## src/include/bdar_pkg.sv

```systemverilog
/*
  Shared constants and types for the button debounce and auto-repeat engine.
  Assumes a single 100 MHz clock domain and a plain register-port master.
*/
`default_nettype none
package bdar_pkg;
  // Register indices, word addressed
  localparam logic [3:0] ADDR_CTRL   = 4'h0;
  localparam logic [3:0] ADDR_DELAY  = 4'h1;
  localparam logic [3:0] ADDR_RATE   = 4'h2;
  localparam logic [3:0] ADDR_STATUS = 4'h3;
  localparam logic [3:0] ADDR_WORK   = 4'h4;
  localparam logic [3:0] ADDR_INVOKE = 4'h5;
  // Control field positions
  localparam int CTRL_PIN_LSB    = 0;
  localparam int CTRL_PIN_MSB    = 3;
  localparam int CTRL_PRESSED    = 4;
  localparam int CTRL_TARGET     = 5;
  localparam int CTRL_NARROW     = 6;
  // Status field positions
  localparam int STAT_BRANCH     = 0;
  localparam int STAT_DONE       = 1;
  localparam int STAT_MATCH      = 2;
  // Reset values
  localparam logic [6:0] CTRL_RST  = 7'h00;
  localparam logic [7:0] DELAY_RST = 8'h00;
  localparam logic [7:0] RATE_RST  = 8'h00;
  localparam logic [7:0] WORK_RST  = 8'h00;
  // Special delay settings, pin count and narrow-mode index limit
  localparam logic [7:0] DELAY_RAW     = 8'h00;
  localparam logic [7:0] DELAY_NOREPT  = 8'hff;
  localparam int         PIN_COUNT     = 16;
  localparam logic [3:0] NARROW_MAX    = 4'h7;
endpackage
`default_nettype wire

```

## src/include/bdar_sync_if.sv

```systemverilog
/*
  Interface between the top and its pin synchroniser.
  Assumes both ends run on the same clock.
*/
`default_nettype none
interface bdar_sync_if;
  logic [15:0] pinSync;
  modport owner (input pinSync);
  modport sync  (output pinSync);
endinterface
`default_nettype wire

```

## src/rtl/bdar_pin_sync.sv

```systemverilog
/*
  Two-stage synchroniser for the sixteen button pins.
  Assumes pins are asynchronous to ref_clk.
*/
`default_nettype none
module bdar_pin_sync
  import bdar_pkg::*;
(
  input  wire logic        ref_clk, // System clock
  input  wire logic        rstn,    // Async reset, active low
  input  wire logic [15:0] pinIn,   // Raw pin levels
  bdar_sync_if.sync        sif      // Synchronised levels
);
  typedef struct packed {
    logic [15:0] stage1;
    logic [15:0] stage2;
  } bdar_sync_s;
  bdar_sync_s st;
  bdar_sync_s next_st;

  // First stage feeds only the second stage
  always_comb begin
    next_st.stage1 = pinIn;
    next_st.stage2 = st.stage1;
  end

  // State register
  always_ff @(posedge ref_clk or negedge rstn) begin
    if (!rstn) begin
      st <= '0;
    end else begin
      st <= next_st;
    end
  end

  assign sif.pinSync = st.stage2;
endmodule
`default_nettype wire

```

## src/rtl/bdar_button.sv

```systemverilog
/*
  Button debounce and auto-repeat engine. Software writes pin, levels,
  delay and rate, then writes the invoke register once per loop pass;
  each write is one routine cycle and the branch decision is in status.
  Assumes a register master as described in the hand-over and async pins.
*/
// Function
// - Sixteen-line pin select, forced to input
// - Narrow mode limits index to 0-7
// - Pressed level chooses active high or low
// - Delay counts cycles before auto-repeat
// - Delay zero acts on raw level
// - Delay 255 debounces, never repeats
// - Rate counts cycles between repeats
// - One-byte workspace, zero before use
// - Reset clears all state to zero
// - Target state picks branch polarity
// - One sample and one step per call
// - First match starts count and acts
// - Count reaching delay acts again
// - Then act every rate cycles
// - Workspace counts since entry or repeat
// - Decision returned in same call
`default_nettype none
module bdar_button
  import bdar_pkg::*;
(
  input  wire logic        ref_clk,  // 100 MHz clock
  input  wire logic        rstn,     // Async reset, active low
  input  wire logic [3:0]  addr,     // Register word index
  input  wire logic [31:0] wdata,    // Write data
  input  wire logic        wr,       // Write strobe
  input  wire logic        rd,       // Read strobe
  output logic      [31:0] rdata,    // Read data, cycle after rd
  input  wire logic [15:0] pinIn,    // Button pins, asynchronous
  output logic      [15:0] pinOe,    // Output enable, low = input
  output logic             branch,   // Branch decision of last call
  output logic             done      // Pulse: call completed
);
  bdar_sync_if sif ();

  bdar_pin_sync u_sync (
    .ref_clk (ref_clk),
    .rstn    (rstn),
    .pinIn   (pinIn),
    .sif     (sif)
  );

  typedef struct packed {
    logic [6:0]  ctrl;
    logic [7:0]  delay;
    logic [7:0]  rate;
    logic [7:0]  work;
    logic        repeating;
    logic        branch;
    logic        match;
    logic        done;
    logic        doneFlag;
    logic [15:0] pinOe;
    logic [31:0] rdata;
  } bdar_state_s;

  bdar_state_s st;
  bdar_state_s next_st;

  logic [3:0] pinSel;
  logic       sample;
  logic       pressed;
  logic       fire;
  logic       invoke;

  // Pin index, clipped to eight lines in narrow mode
  always_comb begin
    pinSel = st.ctrl[CTRL_PIN_MSB:CTRL_PIN_LSB];
    if (st.ctrl[CTRL_NARROW]) begin
      pinSel = pinSel & NARROW_MAX;
    end
  end

  // One sample of the chosen pin per call
  assign sample  = sif.pinSync[pinSel];
  assign pressed = (sample == st.ctrl[CTRL_PRESSED]);
  assign invoke  = wr && (addr == ADDR_INVOKE);

  // Debounce and repeat engine, one step per call
  always_comb begin
    next_st      = st;
    next_st.done = 1'b0;
    fire         = 1'b0;
    if (wr) begin
      case (addr)
        ADDR_CTRL: begin
          next_st.ctrl = wdata[6:0];
        end
        ADDR_DELAY: begin
          next_st.delay = wdata[7:0];
        end
        ADDR_RATE: begin
          next_st.rate = wdata[7:0];
        end
        ADDR_STATUS: begin
          // Write one clears done flag; no call can share this cycle, since a call needs a write to the invoke address
          if (wdata[STAT_DONE]) begin
            next_st.doneFlag = 1'b0;
          end
        end
        default: begin
        end
      endcase
    end
    if (invoke) begin
      if (st.delay == DELAY_RAW) begin
        fire              = pressed;
        next_st.work      = WORK_RST;
        next_st.repeating = 1'b0;
      end else if (!pressed) begin
        next_st.work      = WORK_RST;
        next_st.repeating = 1'b0;
      end else if (st.work == WORK_RST && !st.repeating) begin
        fire         = 1'b1;
        next_st.work = 8'h01;
      end else if (st.delay == DELAY_NOREPT) begin
        next_st.work = st.work;
      end else if (!st.repeating) begin
        if (st.work >= st.delay) begin
          fire              = 1'b1;
          next_st.repeating = 1'b1;
          next_st.work      = 8'h01;
        end else begin
          next_st.work = st.work + 8'h01;
        end
      end else begin
        if (st.work >= st.rate) begin
          fire         = 1'b1;
          next_st.work = 8'h01;
        end else begin
          next_st.work = st.work + 8'h01;
        end
      end
      // Target 1 branches on action; target 0 branches when no action
      next_st.branch   = st.ctrl[CTRL_TARGET] ? fire : !fire;
      next_st.match    = pressed;
      next_st.done     = 1'b1;
      next_st.doneFlag = 1'b1;
    end
    // Selected line is held as input: every enable stays low
    next_st.pinOe = '0;
    next_st.rdata = 32'h0000_0000;
    if (rd) begin
      case (addr)
        ADDR_CTRL:   next_st.rdata = {25'h0, st.ctrl};
        ADDR_DELAY:  next_st.rdata = {24'h0, st.delay};
        ADDR_RATE:   next_st.rdata = {24'h0, st.rate};
        ADDR_STATUS: next_st.rdata = {29'h0, st.match, st.doneFlag, st.branch};
        ADDR_WORK:   next_st.rdata = {24'h0, st.work};
        default:     next_st.rdata = 32'h0000_0000;
      endcase
    end
  end

  // State register; reset clears everything including workspace
  always_ff @(posedge ref_clk or negedge rstn) begin
    if (!rstn) begin
      st       <= '0;
      st.ctrl  <= CTRL_RST;
      st.delay <= DELAY_RST;
      st.rate  <= RATE_RST;
      st.work  <= WORK_RST;
    end else begin
      st <= next_st;
    end
  end

  assign rdata  = st.rdata;
  assign pinOe  = st.pinOe;
  assign branch = st.branch;
  assign done   = st.done;
endmodule
`default_nettype wire

```

## config.mk

```make
export PLATFORM = sky130hd
export DESIGN_NAME = bdar_button
export DESIGN_NICKNAME = d
export VERILOG_FILES = /design/src/include/bdar_pkg.sv /design/src/include/bdar_sync_if.sv /design/src/rtl/bdar_pin_sync.sv /design/src/rtl/bdar_button.sv
export SDC_FILE = /design/constraint.sdc
export NUM_CORES = 1
export LEC_CHECK = 0
export BUFFER_PORTS_ARGS = -buffer_cell sky130_fd_sc_hd__buf_2
export CAP_MARGIN = 20
export CORE_UTILIZATION = 35
export DETAILED_ROUTE_END_ITERATION = 8
export MAX_ROUTING_LAYER = met4
export PLACE_DENSITY = 0.61
export RECOVER_POWER = 50
export SLEW_MARGIN = 10
export SYNTH_ARGS = -nofsm -noshare
export SYNTH_HDL_FRONTEND = slang
export SYNTH_HIERARCHICAL = 1
export SYNTH_SLANG_ARGS = --single-unit
export TNS_END_PERCENT = 1
```

## constraint.sdc

```tcl
create_clock -name ref_clk -period 4.6 [get_ports ref_clk]
set_input_delay 0.23 -clock ref_clk [delete_from_list [all_inputs] [get_ports ref_clk]]
set_output_delay 0.23 -clock ref_clk [all_outputs]
set_load 0.05 [all_outputs]
```

Word-level counts from Yosys, hierarchy flattened. Index checks and enable logic that the tools add are counted.

Input bits: 56. Output and inout bits: 50. Register bits after elaboration: 100.

Muxes and demuxes: 28. Reduce and logical (&&, ||, !) cells: 16. Equality and inequality tests: 10. Add/sub/neg operators: 1. Order comparisons: 3.

Operators by type and width (count): $mux W8 (6); $pmux W8 S5 (1); $mux W9 (2); $ge A8 B8 Y1 (2); $logic_not A8 Y1 (2); $mux W1 (16); $add A8 B1 Y8 const B (1); $eq A4 B2 Y1 const B (2); $eq A4 B3 Y1 const B (2); $eq A8 B8 Y1 const B (1); $reduce_and A2 Y1 (4); $ne A3 B3 Y1 const B (2); $reduce_and A3 Y1 (2); $reduce_bool A2 Y1 (3); $lt A4 B5 Y1 const B (1); $bmux W1 S4 (1); $eq A4 B1 Y1 const B (1); $logic_not A4 Y1 (1); $mux W4 (1); $ne A4 B4 Y1 const B (1); $logic_and A1 B1 Y1 (2); $logic_not A1 Y1 (2); $mux W2 (1); $eq A1 B1 Y1 (1).

Logic depth before layout (Yosys ltp).
Depth after elaboration: 10. Mapped depth: 9. Depth with buffers taken out: 9.

Cells and area by module. The synthesis kept the hierarchy.

By module, submodules not included: bdar_button (cells each 292, times used 1, area each 2937.8 um^2, sequential area each 1101.1 um^2); bdar_pin_sync (cells each 32, times used 1, area each 800.8 um^2, sequential area each 800.8 um^2).

Worst setup path before layout. OpenSTA, ideal clock, no wires.

Path type: register -> register. Start point: register st[53] (netlist name). End point: register st[59] (netlist name). Data required time: 4.522 ns. Library setup time: 0.078 ns. Path slack: 2.265 ns. Arrival time: 2.256 ns. Cell stages (with the launch flop): 10. Path through: dfrtp_1 inv_1 ha_1 or4b_1 or3_4 a31oi_1 nand4_1 or2_1 nor2_2 o2bb2ai_1.

Longest elaborated chain between the ends: 7.

RTL lines: start, declared (RTL line bdar_button.sv:63) `bdar_state_s st;`; start signal, assigned (RTL line bdar_button.sv:170) `st <= next_st;`; $add A8 B1 Y8, or another cell as far along (RTL line bdar_button.sv:130, bdar_button.sv:137); $mux W8, on equally long branches (RTL line bdar_button.sv:125, bdar_button.sv:133); $mux W8 (RTL line bdar_button.sv:124) `end else if (!st.repeating) begin`; $mux W8 (RTL line bdar_button.sv:122) `end else if (st.delay == DELAY_NOREPT) begin`; $mux W8 (RTL line bdar_button.sv:119) `end else if (st.work == WORK_RST && !st.repeating) begin`; $mux W9 (RTL line bdar_button.sv:116) `end else if (!pressed) begin`; $mux W9 (RTL line bdar_button.sv:112) `if (st.delay == DELAY_RAW) begin`.

Several ways; a longest one is shown, not always the timed one. The select of a mux whose other input is x is not followed. A chain may end at the register's enable or synchronous reset.

Worst setup path in the final report.
Start point: register st[53] (netlist name). End point: register st[60] (netlist name).

Same word-level chain as after synthesis.

==> results.json <==
{
  "drive_gt1_frac": 0.2409,
  "end_kind": "flop",
  "post_cts_resized": 0,
  "synth_most_common_cell": "dfrtp_1",
  "vdd_ir_drop_max_uv": 210.5,
  "final_max_slew_viol_count": 0,
  "hold_viol_final": 0,
  "rows": 37,
  "io_buffers": 41,
  "grt_max_degree": 77,
  "slew_headroom": 0.3206,
  "cts_buffer_depth": 2,
  "reg2reg_depth": 9,
  "antenna_cells": 0,
  "io_pins": 106,
  "initial_utilization": 0.3621,
  "crit_required_ns": 4.82,
  "crit_chain": "inv_1 > ha_1 > nand2b_1 > a2111oi_0 > o31a_1 > a31oi_1 > a21oi_1 > a21oi_1 > o21ai_0",
  "routed_wirelength_um": 7402,
  "tns_ns": 0,
  "holdWs_ns": 0.01250,
  "gp_congestion": 0.8430,
  "ys_ff_latch": 76,
  "dieArea_um2": 11100,
  "cp.buffers_inverters": 1,
  "grt_pass1_wl_um": 12430,
  "rsz0062_at_grt": "false",
  "synth_edf_count": 0,
  "post-route-min-period_ns": 2.678,
  "area_delta_synth_final_pct": 13.79,
  "grt_pass1_vias": 2606,
  "timing.fmax_mhz": 373.5,
  "post_drt_wl_per_cell_um": 14.18,
  "yosysTopAreaCellShare": 0.5087,
  "cts_tree": "yes",
  "netlist_area_um2": 3739,
  "p_per_area_nw_per_um2": 442.2,
  "critical_path_arrival_ns": 2.89,
  "slowest_delay_ns": 0.43,
  "crit_path_max_fanout": 6,
  "fillCellCount": 1007,
  "num_vias": 2538,
  "vias_per_cell": 4.862,
  "yosys-top-cells-area": "dfrtp_1 (51%), buf_4 (9.6%), mux2_2 (6.9%)",
  "synthArstFlopShare": 1.000,
  "synth.avg_cell_area_um2": 11.54,
  "p_leak_uw": 0.002023,
  "worstMarginPinSlew_ns": 1.016,
  "track_usage": 0.1516,
  "dp_hpwl_um": 5248,
  "nNetsFinal": 455,
  "path_clk_slew_ns": 0.09,
  "antenna_left": 0,
  "cp_slowest_cell": "dfrtp_1",
  "multi_input_area_um2": 1535,
  "r2r_start": "st[53]$_DFFE_PN0P_",
  "outcome": "completed",
  "regArea_um2": 1902,
  "maxCapViolCount": 0,
  "cts_sinks": 76,
  "crit_cells": 9,
  "gr-total-overflow": 0,
  "synth_top_cell_by_area": "dfrtp_1",
  "rrSetupSlack_ns": 1.92,
  "antenna_found_initial": 0,
  "finalCritPeriodShare": 0.5821,
  "critical_path.top_delay_family": "compound AO/OA/AOI/OAI gates",
  "clk_latency_ns": 0.35,
  "synth_warnings": 6,
  "drc": 0,
  "die_h_um": 105.4,
  "die_x_um": 105.4,
  "first_pass_iters": 4,
  "clock_skew_ns": 0.01022,
  "r2r_end": "st[60]$_DFFE_PN0P_",
  "cts_made_buffers": 9,
  "htreeDepth": 3,
  "synthesis.instances": 324,
  "yosys.cell_types.count": 46,
  "seq_area_frac_synth": 0.5087,
  "ys.flop_type": "dfrtp_1",
  "coreArea_um2": 10320,
  "setup_viol": 0,
  "path_class": "flop to flop",
  "cts_root_buf": "clkbuf_8",
  "drt_iter0_markers": 152,
  "critPathMostFrequentCell": "a21oi_1",
  "synthTopCellsByCount": "dfrtp_1 (76), buf_4 (48), nand2_1 (25)",
  "hold_path_class": "input port to async pin",
  "cp-start-kind": "flop"
}
-- how the worst max path moves through the flow --
stage | startpoint | end | slack (ns)
final | st[53]$_DFFE_PN0P_ | st[60]$_DFFE_PN0P_ | 1.92
after global routing | st[53]$_DFFE_PN0P_ | st[56]$_DFFE_PN0P_ | 1.74
after CTS | st[53]$_DFFE_PN0P_ | st[60]$_DFFE_PN0P_ | 1.94
after detailed placement | st[53]$_DFFE_PN0P_ | st[60]$_DFFE_PN0P_ | 1.98
after global placement | st[53]$_DFFE_PN0P_ | st[60]$_DFFE_PN0P_ | 1.96
after floorplan | st[53]$_DFFE_PN0P_ | st[59]$_DFFE_PN0P_ | 2.27
-- repair_timing --
action	4_1_cts	5_1_grt
hold buffers	16	0
hold endpoints to repair	16	0
buffers inserted	0	0
-- metrics by stage --
| stage | std cells | util | setup slack [ns] | area (µm²) | total power, µW |
|---|---|---|---|---|---|
| detailed placement | 489 | 0.3772 | 1.979 | 3894 | 1379 |
| CTS | 521 | 0.4116 | 1.940 | 4249 | 1904 |
| global placement | 489 | 0.3772 | 1.958 | 3894 | 1365 |
| global route | 522 | 0.4121 | 1.739 | 4254 | 2013 |
| floorplan | 363 | - | 2.265 | 3885 | 1267 |
| finish | 522 | 0.4121 | 1.922 | 4254 | 1881 |
-- cell usage in the layout, fill, tap and decap left out, drive strengths merged, types with 2 or more instances in the layout --
| cell type | count |
|---|---|
| dfrtp | 76 |
| buf | 43 |
| conb | 40 |
| inv | 26 |
| nand2 | 25 |
| mux2 | 23 |
| ha | 18 |
| dlygate4sd3 | 16 |
| a21oi | 13 |
| nor2 | 12 |
| clkbuf | 9 |
| a222oi | 8 |
| nand4 | 8 |
| nand2b | 6 |
| nor3 | 5 |
| nand3 | 5 |
| o21ai | 5 |
| nor4 | 4 |
| mux4 | 4 |
| o2bb2ai | 4 |
| a22oi | 3 |
| a2111oi | 3 |
| a31oi | 3 |
| mux2i | 3 |
| or3 | 3 |
| or2 | 3 |
| nor3b | 2 |
| a21o | 2 |
-- worst reg2reg max path, cell delays in order (launching register included) --
cell and delay [ns]:
dfrtp_1 0.43, inv_1 0.12, ha_1 0.29, nand2b_1 0.10, a2111oi_0 0.11, o31a_1 0.33
a31oi_1 0.40, a21oi_1 0.17, a21oi_1 0.43, o21ai_0 0.16
-- per-layer routing --
metal	track usage	wire length, µm
met3	0.04267	367
met1	0.1770	3173
met4	0.05634	95
met2	0.2491	3766
met5	-	0
-- final cells by class --
class / instances / share of cell area
Tap cell: 136 / 0.04000
Sequential cell: 76 / 0.4471
Inverter: 19 / 0.01676
Multi-Input combinational cell: 216 / 0.3609
Clock inverter: 7 / 0.01676
Timing Repair Buffer: 59 / 0.08941
Clock buffer: 9 / 0.02912
-- logic make-up (layout without fill, tap and decap cells) --
logic type | count (synthesis) | count (layout) | synth area share
xor gates and xnor gates | 1 | 1 | 0.004352
and+or+nand+nor | 79 | 79 | 0.1111
other | 1 | 40 | 0.001003
buffers and inverters | 71 | 94 | 0.1198
muxes | 30 | 30 | 0.1014
DFF | 76 | 76 | 0.5087
adders and majority gates | 18 | 18 | 0.06024
AOI/OAI and AO/OA | 48 | 48 | 0.09337
-- where the power goes --
group	switching (µW)	leakage (µW)	internal [µW]
Combinational	304	0.000983	211
Clock	285	0.000103	217
Sequential	109	0.000937	756
Total	698	0.00202	1180
-- state kept, by name, indices dropped and copies added (netlist names) --
name,cells
rdata,8
st,34
branch,1
u_sync/sif.pinSync,16
u_sync/next_st,16
done,1
Power figures use the tool's default switching activity.
